<file path="config.mk">
export PLATFORM = sky130hd
export DESIGN_NAME = uvrb_vendor_regs
export DESIGN_NICKNAME = d
export VERILOG_FILES = /design/src/hdl/uvrb_id_converter.v /design/src/hdl/uvrb_vendor_regs.v
export VERILOG_INCLUDE_DIRS = /design/src /design/src/hdl
export SDC_FILE = /design/constraint.sdc
export NUM_CORES = 1
export LEC_CHECK = 0
export ABC_AREA = 1
export ABC_CLOCK_PERIOD_IN_PS = 1700
export BUFFER_PORTS_ARGS = -buffer_cell sky130_fd_sc_hd__buf_2
export CORE_UTILIZATION = 35
export DETAILED_ROUTE_END_ITERATION = 10
export HOLD_SLACK_MARGIN = 0.06
export SYNTH_ARGS = -nofsm -noshare
export SYNTH_HDL_FRONTEND = slang
export SYNTH_HIERARCHICAL = 1
export SYNTH_SLANG_ARGS = --single-unit
</file>
<file path="constraint.sdc">
create_clock -name SYS_CLK -period 1.7 [get_ports SYS_CLK]
set_input_delay 0.17 -clock SYS_CLK [delete_from_list [all_inputs] [get_ports SYS_CLK]]
set_output_delay 0.17 -clock SYS_CLK [all_outputs]
set_load 0.05 [all_outputs]
</file>
<file path="src/hdl/uvrb_map.vh">
// uvrb_map.vh: addresses, field positions and reset values of the vendor
// register bank. assumes 8-bit ulpi register data and 6-bit addresses.
`ifndef UVRB_MAP_VH
`define UVRB_MAP_VH

// ****************************************
// address window and register addresses
// ****************************************
`define UVRB_WIN_LO 6'h30
`define UVRB_WIN_HI 6'h3F
`define UVRB_A_BOOST 6'h31
`define UVRB_A_HSET 6'h33
`define UVRB_A_IDC 6'h36
`define UVRB_A_IDC_SET 6'h37
`define UVRB_A_IDC_CLR 6'h38
`define UVRB_A_PWR 6'h39
`define UVRB_A_PWR_SET 6'h3A
`define UVRB_A_PWR_CLR 6'h3B

// ****************************************
// field layouts
// ****************************************
`define UVRB_BOOST_MASK 8'h60
`define UVRB_BOOST_LSB 5
`define UVRB_HSET_MASK 8'h0F
`define UVRB_HSET_KEY 4'hA
`define UVRB_IDC_CODE_MASK 8'h07
`define UVRB_IDC_DONE 3
`define UVRB_IDC_START 4
`define UVRB_IDC_RSVD5 5
`define UVRB_IDC_IRQEN 6
`define UVRB_IDC_WMASK 8'h70
`define UVRB_PWR_WMASK 8'hFE
`define UVRB_PWR_SWAP 1
`define UVRB_PWR_ULVL_LSB 2
`define UVRB_PWR_PUP 4
`define UVRB_PWR_PUM 5
`define UVRB_PWR_USBLVL_LSB 6
`define UVRB_LATCH_BIT 3

// ****************************************
// reset values and encodings
// ****************************************
`define UVRB_BOOST_RST 8'h00
`define UVRB_HSET_RST 8'h00
`define UVRB_IDC_RST 8'h00
`define UVRB_PWR_RST 8'h04
`define UVRB_LVL_3V3 2'h0

// ****************************************
// conversion timing
// ****************************************
`define UVRB_CONV_NS 282000
`define UVRB_CLK_NS 10

`endif

</file>
<file path="src/hdl/uvrb_id_converter.v">
// uvrb_id_converter.v: timed id resistor measurement sequencer.
// assumes start is a one-cycle pulse and code_in is settled by the end.
`timescale 1ns/1ps

module uvrb_id_converter #(
    parameter CYCLES = 28200
) (
    // clock and reset
    input wire clk,
    input wire rstn,
    // control
    input wire start,
    input wire [2:0] code_in,
    // results
    output reg busy,
    output reg finish,
    output reg [2:0] code
);

    // ****************************************
    // cycle counter
    // ****************************************
    reg [31:0] cnt_reg;

    always @(posedge clk or negedge rstn) begin
        if (!rstn) begin
            cnt_reg <= 32'h0;
            busy <= 1'b0;
            finish <= 1'b0;
            code <= 3'h0;
        end else begin
            finish <= 1'b0;
            if (busy) begin
                if (cnt_reg == 32'h0) begin
                    busy <= 1'b0;
                    finish <= 1'b1;
                    code <= code_in;
                end else begin
                    cnt_reg <= cnt_reg - 32'h1;
                end
            end else if (start) begin
                busy <= 1'b1;
                cnt_reg <= CYCLES - 1;
            end
        end
    end

endmodule // uvrb_id_converter

</file>
<file path="src/hdl/uvrb_vendor_regs.v">
// uvrb_vendor_regs.v: vendor register bank of a ulpi transceiver.
// assumes the ulpi command decoder hands over single-cycle read and write
// strobes with address and data on the ulpi clock.
`timescale 1ns/1ps
`include "uvrb_map.vh"

module uvrb_vendor_regs #(
    parameter CONV_CYCLES = (`UVRB_CONV_NS + `UVRB_CLK_NS - 1) / `UVRB_CLK_NS
) (
    // clock and reset
    input wire SYS_CLK,
    input wire RSTN,
    // register access from the ulpi command decoder
    input wire REG_WR,
    input wire REG_RD,
    input wire [5:0] REG_ADDR,
    input wire [7:0] REG_WDATA,
    output reg [7:0] REG_RDATA,
    output reg REG_HIT,
    // carkit side
    input wire CARKIT_IRQ_ENABLE,
    input wire CARKIT_STATUS_RD,
    input wire CARKIT_LATCH_RD,
    output reg [7:0] CARKIT_STATUS,
    output reg ID_CONVERSION_LATCH,
    // mode inputs from the ulpi core (asynchronous to us)
    input wire UART_MODE,
    input wire AUDIO_MODE,
    input wire SERIAL_TRANSMIT_ENABLE,
    input wire [2:0] ID_MEASURE,
    // analog controls
    output reg [1:0] HS_TX_AMPLITUDE_BOOST,
    output reg HEADSET_AUDIO_ENABLE,
    output reg DATA_LINE_SWAP,
    output reg CHARGER_PULLUP_PLUS,
    output reg CHARGER_PULLUP_MINUS,
    output reg [1:0] REGULATED_SUPPLY_LEVEL,
    output reg ID_CONVERTER_ON,
    output reg ALT_INT
);

    // ****************************************
    // helpers
    // ****************************************
    // access kinds of an aliased register
    localparam [1:0] KIND_WRITE = 2'h0;
    localparam [1:0] KIND_SET = 2'h1;
    localparam [1:0] KIND_CLEAR = 2'h2;

    function [7:0] alias_update;
        input [7:0] cur;
        input [7:0] wdat;
        input [1:0] kind;
        begin
            case (kind)
                KIND_WRITE: alias_update = wdat;
                KIND_SET: alias_update = cur | wdat;
                KIND_CLEAR: alias_update = cur & ~wdat;
                default: alias_update = cur;
            endcase
        end
    endfunction

    // which alias of a register an address names; anything past the
    // set address inside the register's range is the clear alias
    function [1:0] alias_kind;
        input [5:0] addr;
        input [5:0] write_addr;
        input [5:0] set_addr;
        begin
            if (addr == write_addr) begin
                alias_kind = KIND_WRITE;
            end else if (addr == set_addr) begin
                alias_kind = KIND_SET;
            end else begin
                alias_kind = KIND_CLEAR;
            end
        end
    endfunction

    // ****************************************
    // input synchronisers
    // ****************************************
    // the id code is a slow static level; it is only captured once a full
    // conversion has elapsed, long after all three bits have settled
    reg uart_s1_reg, uart_s2_reg;
    reg audio_s1_reg, audio_s2_reg;
    reg txd_s1_reg, txd_s2_reg;
    reg [2:0] id_s1_reg, id_s2_reg;

    always @(posedge SYS_CLK or negedge RSTN) begin
        if (!RSTN) begin
            uart_s1_reg <= 1'b0;
            uart_s2_reg <= 1'b0;
            audio_s1_reg <= 1'b0;
            audio_s2_reg <= 1'b0;
            txd_s1_reg <= 1'b0;
            txd_s2_reg <= 1'b0;
            id_s1_reg <= 3'h0;
            id_s2_reg <= 3'h0;
        end else begin
            uart_s1_reg <= UART_MODE;
            uart_s2_reg <= uart_s1_reg;
            audio_s1_reg <= AUDIO_MODE;
            audio_s2_reg <= audio_s1_reg;
            txd_s1_reg <= SERIAL_TRANSMIT_ENABLE;
            txd_s2_reg <= txd_s1_reg;
            id_s1_reg <= ID_MEASURE;
            id_s2_reg <= id_s1_reg;
        end
    end

    wire uart_mode = uart_s2_reg;
    wire audio_mode = audio_s2_reg;
    wire txd_en = txd_s2_reg;

    // ****************************************
    // address decode
    // ****************************************
    wire in_window = (REG_ADDR >= `UVRB_WIN_LO) &&
        (REG_ADDR <= `UVRB_WIN_HI);
    wire wr_boost = REG_WR && REG_ADDR == `UVRB_A_BOOST;
    wire wr_hset = REG_WR && REG_ADDR == `UVRB_A_HSET;
    wire idc_hit = REG_ADDR >= `UVRB_A_IDC && REG_ADDR <= `UVRB_A_IDC_CLR;
    wire pwr_hit = REG_ADDR >= `UVRB_A_PWR && REG_ADDR <= `UVRB_A_PWR_CLR;
    wire wr_idc = REG_WR && idc_hit;
    wire wr_pwr = REG_WR && pwr_hit;
    // unmapped in-window addresses still hit but read as zero
    wire [1:0] idc_kind =
        alias_kind(REG_ADDR, `UVRB_A_IDC, `UVRB_A_IDC_SET);
    wire [1:0] pwr_kind =
        alias_kind(REG_ADDR, `UVRB_A_PWR, `UVRB_A_PWR_SET);
    wire rd_idc = REG_RD && in_window && idc_hit;

    // ****************************************
    // registers
    // ****************************************
    reg [7:0] boost_reg, boost_next;
    reg [7:0] hset_reg, hset_next;
    reg [7:0] idc_reg, idc_next;
    reg [7:0] pwr_reg, pwr_next;
    reg done_reg, done_next;
    reg latch_reg, latch_next;
    reg [7:0] upd;
    reg launch;

    wire conv_busy;
    wire conv_finish;
    wire [2:0] conv_code;

    uvrb_id_converter #(
        .CYCLES(CONV_CYCLES)
    ) u_conv (
        .clk(SYS_CLK),
        .rstn(RSTN),
        .start(launch),
        .code_in(id_s2_reg),
        .busy(conv_busy),
        .finish(conv_finish),
        .code(conv_code)
    );

    wire irq_en = idc_reg[`UVRB_IDC_IRQEN] | CARKIT_IRQ_ENABLE;

    always @* begin
        boost_next = boost_reg;
        hset_next = hset_reg;
        idc_next = idc_reg;
        pwr_next = pwr_reg;
        done_next = done_reg;
        latch_next = latch_reg;
        upd = 8'h00;
        launch = 1'b0;
        if (wr_boost) begin
            boost_next = REG_WDATA & `UVRB_BOOST_MASK;
        end
        if (wr_hset) begin
            hset_next = REG_WDATA & `UVRB_HSET_MASK;
        end
        if (wr_idc) begin
            // only start, reserved bit 5 and enable are writable
            upd = alias_update(idc_reg, REG_WDATA, idc_kind);
            idc_next = (idc_reg & ~`UVRB_IDC_WMASK) |
                (upd & `UVRB_IDC_WMASK);
            // only a written one on a plain or set access starts a run; a
            // clear access or a start bit still high from the run that is
            // ending must not restart the converter
            launch = REG_WDATA[`UVRB_IDC_START] &&
                idc_kind != KIND_CLEAR && !conv_busy;
        end
        if (wr_pwr) begin
            upd = alias_update(pwr_reg, REG_WDATA, pwr_kind);
            pwr_next = upd & `UVRB_PWR_WMASK;
        end
        // vendor read clears done; carkit status read does not
        if (rd_idc) begin
            done_next = 1'b0;
        end
        if (conv_finish) begin
            // finish beats a read in the same cycle
            // a start taken in this very cycle keeps its bit high
            idc_next[`UVRB_IDC_START] = launch;
            idc_next[2:0] = conv_code;
            done_next = 1'b1;
        end
        if (CARKIT_LATCH_RD) begin
            latch_next = 1'b0;
        end
        // only a 0 to 1 step of done latches, and it beats a clearing read
        if (conv_finish && irq_en && !done_reg) begin
            latch_next = 1'b1;
        end
    end

    always @(posedge SYS_CLK or negedge RSTN) begin
        if (!RSTN) begin
            boost_reg <= `UVRB_BOOST_RST;
            hset_reg <= `UVRB_HSET_RST;
            idc_reg <= `UVRB_IDC_RST;
            pwr_reg <= `UVRB_PWR_RST;
            done_reg <= 1'b0;
            latch_reg <= 1'b0;
        end else begin
            boost_reg <= boost_next;
            hset_reg <= hset_next;
            idc_reg <= idc_next;
            pwr_reg <= pwr_next;
            done_reg <= done_next;
            latch_reg <= latch_next;
        end
    end

    // ****************************************
    // read data
    // ****************************************
    reg [7:0] rd_mux;

    always @* begin
        rd_mux = 8'h00;
        if (REG_ADDR == `UVRB_A_BOOST) begin
            rd_mux = boost_reg;
        end else if (REG_ADDR == `UVRB_A_HSET) begin
            rd_mux = hset_reg;
        end else if (idc_hit) begin
            rd_mux = idc_reg & ~(8'h01 << `UVRB_IDC_DONE);
            rd_mux[`UVRB_IDC_DONE] = done_reg;
        end else if (pwr_hit) begin
            rd_mux = pwr_reg;
        end
    end

    // ****************************************
    // control output next values
    // ****************************************
    // every control leaves through a flop, so the analog side never sees
    // a glitch from the decode or the mode synchronisers
    reg headset_next;
    reg pullup_plus_next;
    reg pullup_minus_next;
    reg [1:0] level_next;

    always @* begin
        headset_next = hset_reg[3:0] == `UVRB_HSET_KEY;
        // serial mode needs both pull-ups whatever the bits hold
        pullup_plus_next = pwr_reg[`UVRB_PWR_PUP] | uart_mode;
        pullup_minus_next = pwr_reg[`UVRB_PWR_PUM] | uart_mode;
        // audio outranks the serial level, which waits for transmit enable
        level_next = pwr_reg[`UVRB_PWR_USBLVL_LSB +: 2];
        if (audio_mode) begin
            level_next = `UVRB_LVL_3V3;
        end else if (uart_mode && txd_en) begin
            level_next = pwr_reg[`UVRB_PWR_ULVL_LSB +: 2];
        end
    end

    // ****************************************
    // registered outputs
    // ****************************************
    always @(posedge SYS_CLK or negedge RSTN) begin
        if (!RSTN) begin
            REG_RDATA <= 8'h00;
            REG_HIT <= 1'b0;
            CARKIT_STATUS <= 8'h00;
            ID_CONVERSION_LATCH <= 1'b0;
            HS_TX_AMPLITUDE_BOOST <= 2'h0;
            HEADSET_AUDIO_ENABLE <= 1'b0;
            DATA_LINE_SWAP <= 1'b0;
            CHARGER_PULLUP_PLUS <= 1'b0;
            CHARGER_PULLUP_MINUS <= 1'b0;
            REGULATED_SUPPLY_LEVEL <= `UVRB_LVL_3V3;
            ID_CONVERTER_ON <= 1'b0;
            ALT_INT <= 1'b0;
        end else begin
            if (REG_RD) begin
                REG_RDATA <= in_window ? rd_mux : 8'h00;
            end
            REG_HIT <= (REG_RD || REG_WR) && in_window;
            // code and done mirrored for the carkit status register
            CARKIT_STATUS <= {1'b0, done_reg, idc_reg[2:0], 3'h0};
            ID_CONVERSION_LATCH <= latch_reg;
            HS_TX_AMPLITUDE_BOOST <= boost_reg[`UVRB_BOOST_LSB +: 2];
            HEADSET_AUDIO_ENABLE <= headset_next;
            // speaker routing lives elsewhere, so swap only moves dp/dm
            DATA_LINE_SWAP <= pwr_reg[`UVRB_PWR_SWAP];
            CHARGER_PULLUP_PLUS <= pullup_plus_next;
            CHARGER_PULLUP_MINUS <= pullup_minus_next;
            REGULATED_SUPPLY_LEVEL <= level_next;
            ID_CONVERTER_ON <= conv_busy;
            // level while done stands and enabled; rxcmd logic samples it
            ALT_INT <= irq_en & done_reg;
        end
    end

    // carkit status reads leave done alone by design; the port stays so
    // the carkit decoder need not treat that register specially
    wire unused_status_rd = CARKIT_STATUS_RD;

endmodule // uvrb_vendor_regs

</file>
After elaboration in Yosys (flattened, before gate mapping)
Cells that the tools add are included.
{"block": "word_totals", "regBits": 96, "input_bits": 27, "out_inout_bits": 28, "word_cells": 120}
{"block": "classes", "add_sub_neg": 1, "order_cmp": 6, "n_eq_ne": 13, "muxes": 30, "bitwise_logic": 10, "reduce_logical": 29}
{"operator": "$mux W32", "count": 3}
{"operator": "$mux W8", "count": 5}
{"operator": "$eq A6 B6 Y1 const B", "count": 6}
{"operator": "$logic_not A32 Y1", "count": 1}
{"operator": "$sub A32 B1 Y32 const B", "count": 1}
{"operator": "$pmux W8 S3", "count": 1}
{"operator": "$pmux W7 S3", "count": 1}
{"operator": "$ge A6 B6 Y1 const B", "count": 3}
{"operator": "$le A6 B6 Y1 const B", "count": 3}
{"operator": "$logic_and A1 B1 Y1", "count": 15}
{"operator": "$mux W2", "count": 6}
{"operator": "$mux W1", "count": 11}
{"operator": "$and A8 B8 Y8", "count": 1}
{"operator": "$not A8 Y8", "count": 1}
{"operator": "$or A8 B7 Y8", "count": 1}
{"operator": "$or A8 B8 Y8", "count": 1}
{"operator": "$reduce_bool A2 Y1", "count": 4}
{"operator": "$and A7 B7 Y7", "count": 1}
{"operator": "$mux W7", "count": 1}
{"operator": "$or A7 B7 Y7", "count": 1}
{"operator": "$reduce_and A2 Y1", "count": 3}
{"operator": "$mux W5", "count": 1}
{"operator": "$eq A2 B1 Y1 const B", "count": 2}
{"operator": "$eq A2 B2 Y1 const B", "count": 2}
{"operator": "9 further kinds", "count": 14}

Logic depth before layout (Yosys ltp)
Gate-level depths: netlist of run 1.
{"block": "logic_depth", "depth_word": 9, "depth_mapped": 12}

Hierarchy
The synthesis of run 1 kept the hierarchy.
{"module": "uvrb_id_converter", "instances": 1, "cells_each": 373, "area_per_inst_um2": 2406.1, "seq_area_each_um2": 925.9}
{"module": "uvrb_vendor_regs", "instances": 1, "cells_each": 250, "area_per_inst_um2": 2308.5, "seq_area_each_um2": 1427.6}

Least setup slack after synthesis of run 1
OpenSTA, ideal clock, no wires.
{"block": "synth_path", "kind": "reg2reg", "start": "register u_conv.cnt_reg[0]", "end": "register u_conv.cnt_reg[10]", "setup_ns": 0.117, "arrival_time_ns": 1.568, "required_ns": 1.583, "slack_ns": 0.015, "stages_incl_launch_ff": 13, "n_path_buf": 1, "period_less_slack_ns": 1.685, "path_cell_list": "dfrtp_1 inv_1 ha_1 nand2_2 nor2_4 inv_2 nor2_2 nand2_2 o21ai_4 inv_2 buf_2 nand2_1 nand2_1"}
{"block": "synth_via", "elab_chain_len": 3, "word_cells_on_any_way": 6, "classes_between": "add/sub (1); eq/ne (1); mux (2); reduce/logical (2)"}
{"item": "start: declaration", "line_no": "uvrb_id_converter.v:23", "source": "reg [31:0] cnt_reg;"}
{"item": "start signal: assignment", "line_no": "uvrb_id_converter.v:39", "source": "cnt_reg <= cnt_reg - 32'h1;"}
{"item": "start signal: assignment", "line_no": "uvrb_id_converter.v:43", "source": "cnt_reg <= CYCLES - 1;"}
{"item": "$sub A32 B1 Y32 or $logic_not A32 Y1 (tied branches)", "line_no": "uvrb_id_converter.v:39, uvrb_id_converter.v:34"}
{"item": "$mux W32 or $ne A2 B2 Y1 (tied branches)"}
{"item": "$mux W32 or $reduce_and A2 Y1 (tied branches)"}
Several ways; a longest one is shown, not always the timed one. The select of a mux whose other input is x is not followed.
A chain may end at the register's enable or synchronous reset.

Worst setup path in the final report of run 1
{"block": "layout_path", "start": "register u_conv.cnt_reg[11]", "end": "register u_conv.cnt_reg[29]"}
The elaborated chain is that of the path after synthesis.

==> results of run 1 <==
## power groups by stage
stage          Combinational [mW]  Sequential [mW]  Clock (mW)
3_3_place_gp                 1.72             2.72           0
2_1_floorplan               0.956             2.87           0
6_report                     2.12             2.73        2.09
4_1_cts                      1.79             2.69        2.14
5_1_grt                      2.33             2.76        2.24
3_5_place_dp                 1.76             2.73           0
## metrics by stage
| step | power (mW) | hold WS [ns] | util, % | TNS, ns |
|---|---|---|---|---|
| after detailed placement | 4.49 | 0.122 | 41.7 | -0.0231 |
| after CTS | 6.61 | 0.0609 | 44.8 | -0.0193 |
| after global placement | 4.44 | 0.119 | 41.7 | 0 |
| final | 6.94 | 0.0729 | 47.1 | -0.0244 |
| after floorplan | 3.83 | -0.126 | - | 0 |
| after global routing | 7.33 | 0.0663 | 47.1 | -1.91 |
## metal layers
layer,GRT usage (%),share of wire (%),up-vias
li1,-,-,2211
met3,3.25,5.2,14
met2,29.6,50,117
met5,0,0,-
met4,6.01,1.4,0
met1,20.8,43,2125
## how the worst min path moves through the flow
stage | startpoint | endpoint | slack (ns) | depth (start not counted)
finish | REG_WDATA[1] | pwr_reg[1] | 0.07 | 3
global route | REG_WDATA[3] | pwr_reg[3] | 0.07 | 3
floorplan | RSTN | ALT_INT | -0.13 | 0
global placement | RSTN | DATA_LINE_SWAP | 0.12 | 1
detailed placement | RSTN | DATA_LINE_SWAP | 0.12 | 1
CTS | REG_WDATA[3] | pwr_reg[3] | 0.06 | 3
## Yosys cell counts, types with 3 or more instances
| cell | instances |
|---|---|
| or2_2 | 7 |
| o21ai_0 | 39 |
| nand4_1 | 7 |
| nand3_1 | 47 |
| nor2_2 | 8 |
| o21ai_1 | 3 |
| nor3_1 | 6 |
| o21bai_1 | 6 |
| dfrtp_1 | 93 |
| nand2_2 | 5 |
| nor2_1 | 87 |
| nor3b_1 | 3 |
| nand2_1 | 217 |
| inv_1 | 51 |
| buf_4 | 4 |
| a21oi_1 | 8 |
| buf_2 | 5 |
## layout make-up
| cell class | count | area [sq um] | share of cell area (%) |
|---|---|---|---|
| Clock buffer | 11 | 243 | 3.91 |
| Multi-Input combinational cell | 465 | 2220 | 35.8 |
| Inverter | 55 | 211 | 3.40 |
| Tap cell | 176 | 220 | 3.54 |
| Clock inverter | 5 | 65.1 | 1.05 |
| Sequential cell | 94 | 2360 | 38.0 |
| Timing Repair Buffer | 121 | 891 | 14.3 |
## cells by family (layout without fill, tap and decap cells)
kind of cell / Yosys count / count (layout) / synth area share [%]
simple gates: 395 / 395 / 35.7
xor+xnor: 3 / 3 / 0.557
flops: 94 / 94 / 49.9
buf+inv: 68 / 192 / 6.18
fa+ha+maj: 1 / 1 / 0.265
other cells: 1 / 4 / 0.0795
compound gates: 61 / 62 / 7.30
## worst reg2reg max path: stages (launching register included)
cell and delay (ns):
dfrtp_1 0.39, nor2_2 0.17, nand2_2 0.11, nor2_4 0.14
nand2_2 0.07, nor2_2 0.09, nand2_2 0.11, o21ai_4 0.20
clkbuf_16 0.24, o21ai_0 0.08
## timing repair
item / CTS / global route
gates resized for setup: 4 / 59
setup buffers: 0 / 7
hold buffers: 11 / 0
endpoints found under the setup margin: 19 / 36
hold endpoints to repair: 38 / 0
pin swaps: 0 / 10
cloned: 0 / 7
==> reports/qor.yml, run 1 <==
outcome:
  run_status: "finished with violations"
  violations: "negative setup slack"
worst_setup_path:
  cp_slowest_cell: "dfrtp_1"
  critPathLaunch: "u_conv/cnt_reg[11]"
  critPathArrivalTime_ns: 1.93
  crit_chain: "nor2_2 > nand2_2 > nor2_4 > nand2_2 > nor2_2 > nand2_2 > o21ai_4 > clkbuf_16 > o21ai_0"
  cp-endpoint: "u_conv/cnt_reg[29]"
  critical_path.top_delay_family: "simple AND/OR/NAND/NOR gates"
  cp_num_buf_inv: 1
  end_kind: "flip-flop"
  cp-start-kind: "flip-flop"
  critical_path_required_ns: 1.92
  r2r-end: "u_conv/cnt_reg[29]"
  reg2reg_from: "u_conv/cnt_reg[11]"
  worst-r2r-cell-count: 9
  crit_type: "flip-flop to flip-flop"
  reg2reg_setup_slack_ns: -0.01
  cp_common_cell: "nand2_2"
  crit_path_max_fanout: 6
  cpPeakStageDelay_ns: 0.39
  worst-path-stages: 9
cells_and_area:
  final_common_cell: "nand2_1"
  area_delta_synth_final_pct: 31.8
  instances_no_fill: 927
  largest_reg_flops: 32
  final_nets: 774
  drive_gt1_share_pct: 26.1
  antenna_cells: 0
  final_cell_mix: "nand2_1 (205), dfrtp_1 (89), nor2_1 (70)"
  nFillCells: 1294
  postLayoutCellArea_sq_um: 6210
synth:
  synth-seq-cells: 94
  synth_cells: 623
  yosysUniqueCellTypes: 37
  synth_top_area_share_pct: 49.4
  synth_ff_type: "dfrtp_1"
  async_flop_share_pct: 100
  yosysSeqAreaShare_pct: 49.9
  ys_warn_count: 6
  syn-cell-area_sq_um: 4710
  avgSynthCellArea_sq_um: 7.57
  synth_top_cell_by_area: "dfrtp_1"
  synth-edff-count: 0
  synth_area_leaders: "dfrtp_1 (49%), nand2_1 (17%), nor2_1 (6.9%)"
clock_network:
  cts_sinks: 94
  cts_root_buf: "clkbuf_16"
  numCtsBuffers: 9
  insertion_delay_ns: 0.34
  cts_tree: "done"
  htree_levels: 3
  clockBufferDepth: 2
  clk_pin_slew_ns: 0.07
timing:
  fmax_mhz: 584
  final-hold-violation-count: 0
  clock-skew-final_ns: 0.00892
  finalSetupViolCount: 2
  min_period_ns: 1.71
  finalCritPeriodShare_pct: 101
  layout_setup_ws_ns: -0.0134
  grt_setup_unrepaired: "yes"
  slew_violations: 0
floorplan:
  fp.coreArea_sq_um: 13200
  initial_core_util_pct: 35.7
  die_height_um: 118
  pin_count: 55
  fp.dieW_um: 118
  die-area_sq_um: 13900
  rows: 42
detailed_routing:
  wl_um: 12100
  num_vias: 4467
  drtPass1Iterations: 5
  dr.first_iter.drc_count: 237
  drc_errors: 0
  avgRoutedWirePerCell_um: 13.1
  via_per_inst: 4.82
  final_antenna_net_count: 0
power_and_ir_drop:
  power_frac_seq_pct: 39.3
  peakVddDrop_mv: 0.468
  p_leak_nw: 3.19
  intPower_mw: 4.52
  power_frac_clock_pct: 30.2
  power_frac_comb_pct: 30.5
  pwr_density_cell_nw_per_um2: 1120
  switching_share_pct: 34.9
  switching_power_mw: 2.43
place:
  post-place-ws_ns: -0.0123
  port_buffers: 49
  dp_cells: 886
  gp_congestion: 0.898
  dp_hpwl_um: 8540
  placed_area_sq_um: 5490
global_route:
  grt_start_max_net_pins: 47
  grt_first_pass_wirelength_um: 18800
  grt_antenna_before_repair: 0
  overflow: 0
  grt_pass1_vias: 4116
  globalRouteTotalUtil_pct: 17.0
flow_run:
  drv_cap: 0
min_path:
  hold_class: "input pin to flip-flop"
Note: power is estimated with default switching activity, not from simulation.
==> inputs of run 2 (changes only) <==
--- a/config.mk
+++ b/config.mk
@@ -9,9 +9,12 @@
 export ABC_AREA = 1
 export ABC_CLOCK_PERIOD_IN_PS = 1700
 export BUFFER_PORTS_ARGS = -buffer_cell sky130_fd_sc_hd__buf_2
+export CELL_PAD_IN_SITES_DETAIL_PLACEMENT = 0
+export CELL_PAD_IN_SITES_GLOBAL_PLACEMENT = 1
 export CORE_UTILIZATION = 35
 export DETAILED_ROUTE_END_ITERATION = 10
 export HOLD_SLACK_MARGIN = 0.06
+export PLACE_DENSITY_LB_ADDON = 0.1
 export SYNTH_ARGS = -nofsm -noshare
 export SYNTH_HDL_FRONTEND = slang
 export SYNTH_HIERARCHICAL = 1
==> run 2 against run 1 <==
The flow now finishes without violations. Core utilization rose by 0.12 points. Setup slack improved by 0.042 ns. Combinational power increased by 2%. Global-route usage up 1.9 points. Critical path depth is 2 higher. Final cell count grew 0.32%. Sequential cell count unchanged. Fmax rose by 2.5%. Clock power down 7%. Clock-buffer cell count shrank 2. Largest power group unchanged.
==> reports/qor.yml, run 2 (synthesis gave the netlist of run 1 again) <==
outcome:
  run_status: "finished clean"
timing:
  finalCritPeriodShare_pct: 98.3  # -2.4 points
  min_period_ns: 1.67  # -0.0416 ns
  fin_tns_setup_ns: 0  # +0.0244 ns
  finalSetupViolCount: 0  # -2
  final-hold-violation-count: 0  # unchanged
  grt_setup_unrepaired: "yes"
  clock-skew-final_ns: 0.00760  # -0.00132 ns
  fmax_mhz: 598  # +2.5%
  slew_violations: 0  # unchanged
power_and_ir_drop:
  pwr_density_cell_nw_per_um2: 1100  # -1.8%
  p_leak_nw: 3.20  # +0.29%
  total_power_mw: 6.83  # -1.6%
  peakVddDrop_mv: 0.486  # +4.0%
cells_and_area:
  instances_no_fill: 930  # +0.32%
  final_common_cell: "nand2_1"
  nFillCells: 1325  # +2.4%
  antenna_cells: 0  # unchanged
  drive_gt1_share_pct: 26.4  # +0.29 points
  largest_reg_flops: 32  # unchanged
  finish.utilization_pct: 47.2  # +0.12 points
  final_cell_mix: "nand2_1 (203), dfrtp_1 (89), nor2_1 (72)"
  area_delta_synth_final_pct: 32.1
  final_nets: 778  # +0.52%
clock_network:
  htree_levels: 3  # unchanged
  clk_pin_slew_ns: 0.07  # about the same
  cts_root_buf: "clkbuf_16"
  clockBufferDepth: 2  # unchanged
  cts_tree: "done"
  numCtsBuffers: 9  # unchanged
  cts_sinks: 94  # unchanged
  insertion_delay_ns: 0.35  # about the same
detailed_routing:
  via_per_inst: 4.66  # -3.3%
  drc_errors: 0  # unchanged
  drtPass1Iterations: 4  # -1
  wl_um: 12700  # +4.5%
  num_vias: 4334  # -3.0%
  final_antenna_net_count: 0  # unchanged
  avgRoutedWirePerCell_um: 13.6  # +4.2%
  dr.first_iter.drc_count: 193  # -19%
worst_setup_path:
  cpPeakStageDelay_ns: 0.41  # +0.02 ns
  critical_path_required_ns: 1.98  # +0.06 ns
  cp-start-kind: "flip-flop"
  reg2reg_setup_slack_ns: 0.03  # +0.04 ns
  worst-r2r-cell-count: 11  # +2
  cp_slowest_cell: "dfrtp_1"
  reg2reg_from: "u_conv/cnt_reg[1]"
  r2r-end: "u_conv/cnt_reg[21]"
  crit_chain: "inv_2 > ha_4 > nand2_4 > nor2_4 > inv_2 > nor2_2 > nand2_2 > o21ai_4 > clkbuf_16 > nand2_2 > o21ai_1"
  critPathArrivalTime_ns: 1.95  # +0.02 ns
  end_kind: "flip-flop"
  crit_path_max_fanout: 6  # unchanged
  crit_type: "flip-flop to flip-flop"
global_route:
  grt_start_max_net_pins: 95  # +100%
  grt_first_pass_wirelength_um: 20300  # +8.1%
  overflow: 0  # unchanged
  grt_antenna_before_repair: 0  # unchanged
  grt_pass1_vias: 4241  # +3.0%
  globalRouteTotalUtil_pct: 18.9  # +1.9 points
place:
  port_buffers: 49  # unchanged
  dp_cells: 889  # +0.34%
  dp_hpwl_um: 8990  # +5.2%
  gp_congestion: 0.836  # -7.0%
floorplan:
  rows: 42  # unchanged
  die-area_sq_um: 13900  # unchanged
  die_height_um: 118  # unchanged
  fp.coreArea_sq_um: 13200  # unchanged
  pin_count: 55  # unchanged
  initial_core_util_pct: 35.7  # unchanged
  fp.dieW_um: 118  # unchanged
min_path:
  hold_path_end: "pwr_reg[6]"
  min_delay_path_depth: 3  # unchanged
  hold_class: "input pin to flip-flop"
  holdCritStartpoint: "REG_WDATA[6]"
flow_run:
  drv_cap: 0  # unchanged
-- run 2: cell types whose count changed in the layout (fill, tap and decap cells not counted), moves of 2 or more --
cell / before / now
nand2_1: 205 / 203
inv_6: 3 / 5
nor2_1: 70 / 72
dlygate4sd3_1: 11 / 14
-- run 2: timing repair --
item / in CTS / in global routing
resized for setup: 3 / 65
setup endpoints to repair: 19 / 35
hold endpoints to repair: 106 / 0
cloned: 0 / 5
hold buffers: 14 / 0
setup buffers: 0 / 7
pin swaps: 0 / 9
-- run 2: area by class of cell --
class                      instances  area [sq um]  share of cell area (%)
clock buffer                       9           225                    3.62
inverter                          55           211                    3.39
timing repair buffer             125           928                    14.9
clock inverter                     6          51.3                   0.823
multi-input combinational        465          2230                    35.9
tap                              176           220                    3.53
sequential                        94          2360                    37.9
-- run 2: worst max path at each step --
stage / from / end / cells after the start
2_1_floorplan: u_conv/cnt_reg[0] / u_conv/cnt_reg[10] / 12
3_3_place_gp: u_conv/cnt_reg[0] / u_conv/cnt_reg[11] / 11
3_5_place_dp: u_conv/cnt_reg[0] / u_conv/cnt_reg[16] / 11
4_1_cts: u_conv/cnt_reg[0] / u_conv/cnt_reg[28] / 10
5_1_grt: u_conv/cnt_reg[17] / u_conv/cnt_reg[29] / 10
6_report: u_conv/cnt_reg[1] / u_conv/cnt_reg[21] / 11
-- run 2: where the power goes --
| group | internal (mW) | switching [mW] | total [mW] |
|---|---|---|---|
| clock | 1.01 | 0.943 | 1.95 |
| combinational | 0.856 | 1.31 | 2.17 |
| sequential | 2.50 | 0.216 | 2.72 |
-- run 2: metrics by stage --
step,cell area [sq um],worst slack (ns),hold slack [ns]
floorplan,4730,0.0154,-0.126
global placement,5520,0.0342,0.267
detailed placement,5520,-0.0282,0.269
CTS,5940,0.0109,0.0772
global route,6230,-0.0878,0.0847
finish,6230,0.0282,0.0896
-- run 2: critical path: cells and delay by family, from the launching register on --
kind                       cells  cell delay, ns
adders and majority gates      1            0.15
and+or+nand+nor                5            0.40
buffers and inverters          3            0.38
DFF                            1            0.41
AOI/OAI and AO/OA              2            0.25
-- run 2: per-layer routing --
metal | vias up | wire (um) | share of wire [%] | track usage, %
li1 | 2224 | - | - | -
met1 | 2032 | 5720 | 45 | 22.9
met2 | 62 | 6320 | 50 | 32.8
met3 | 16 | 349 | 2.8 | 2.96
met4 | 0 | 262 | 2.1 | 8.57
met5 | - | 0 | 0 | 0
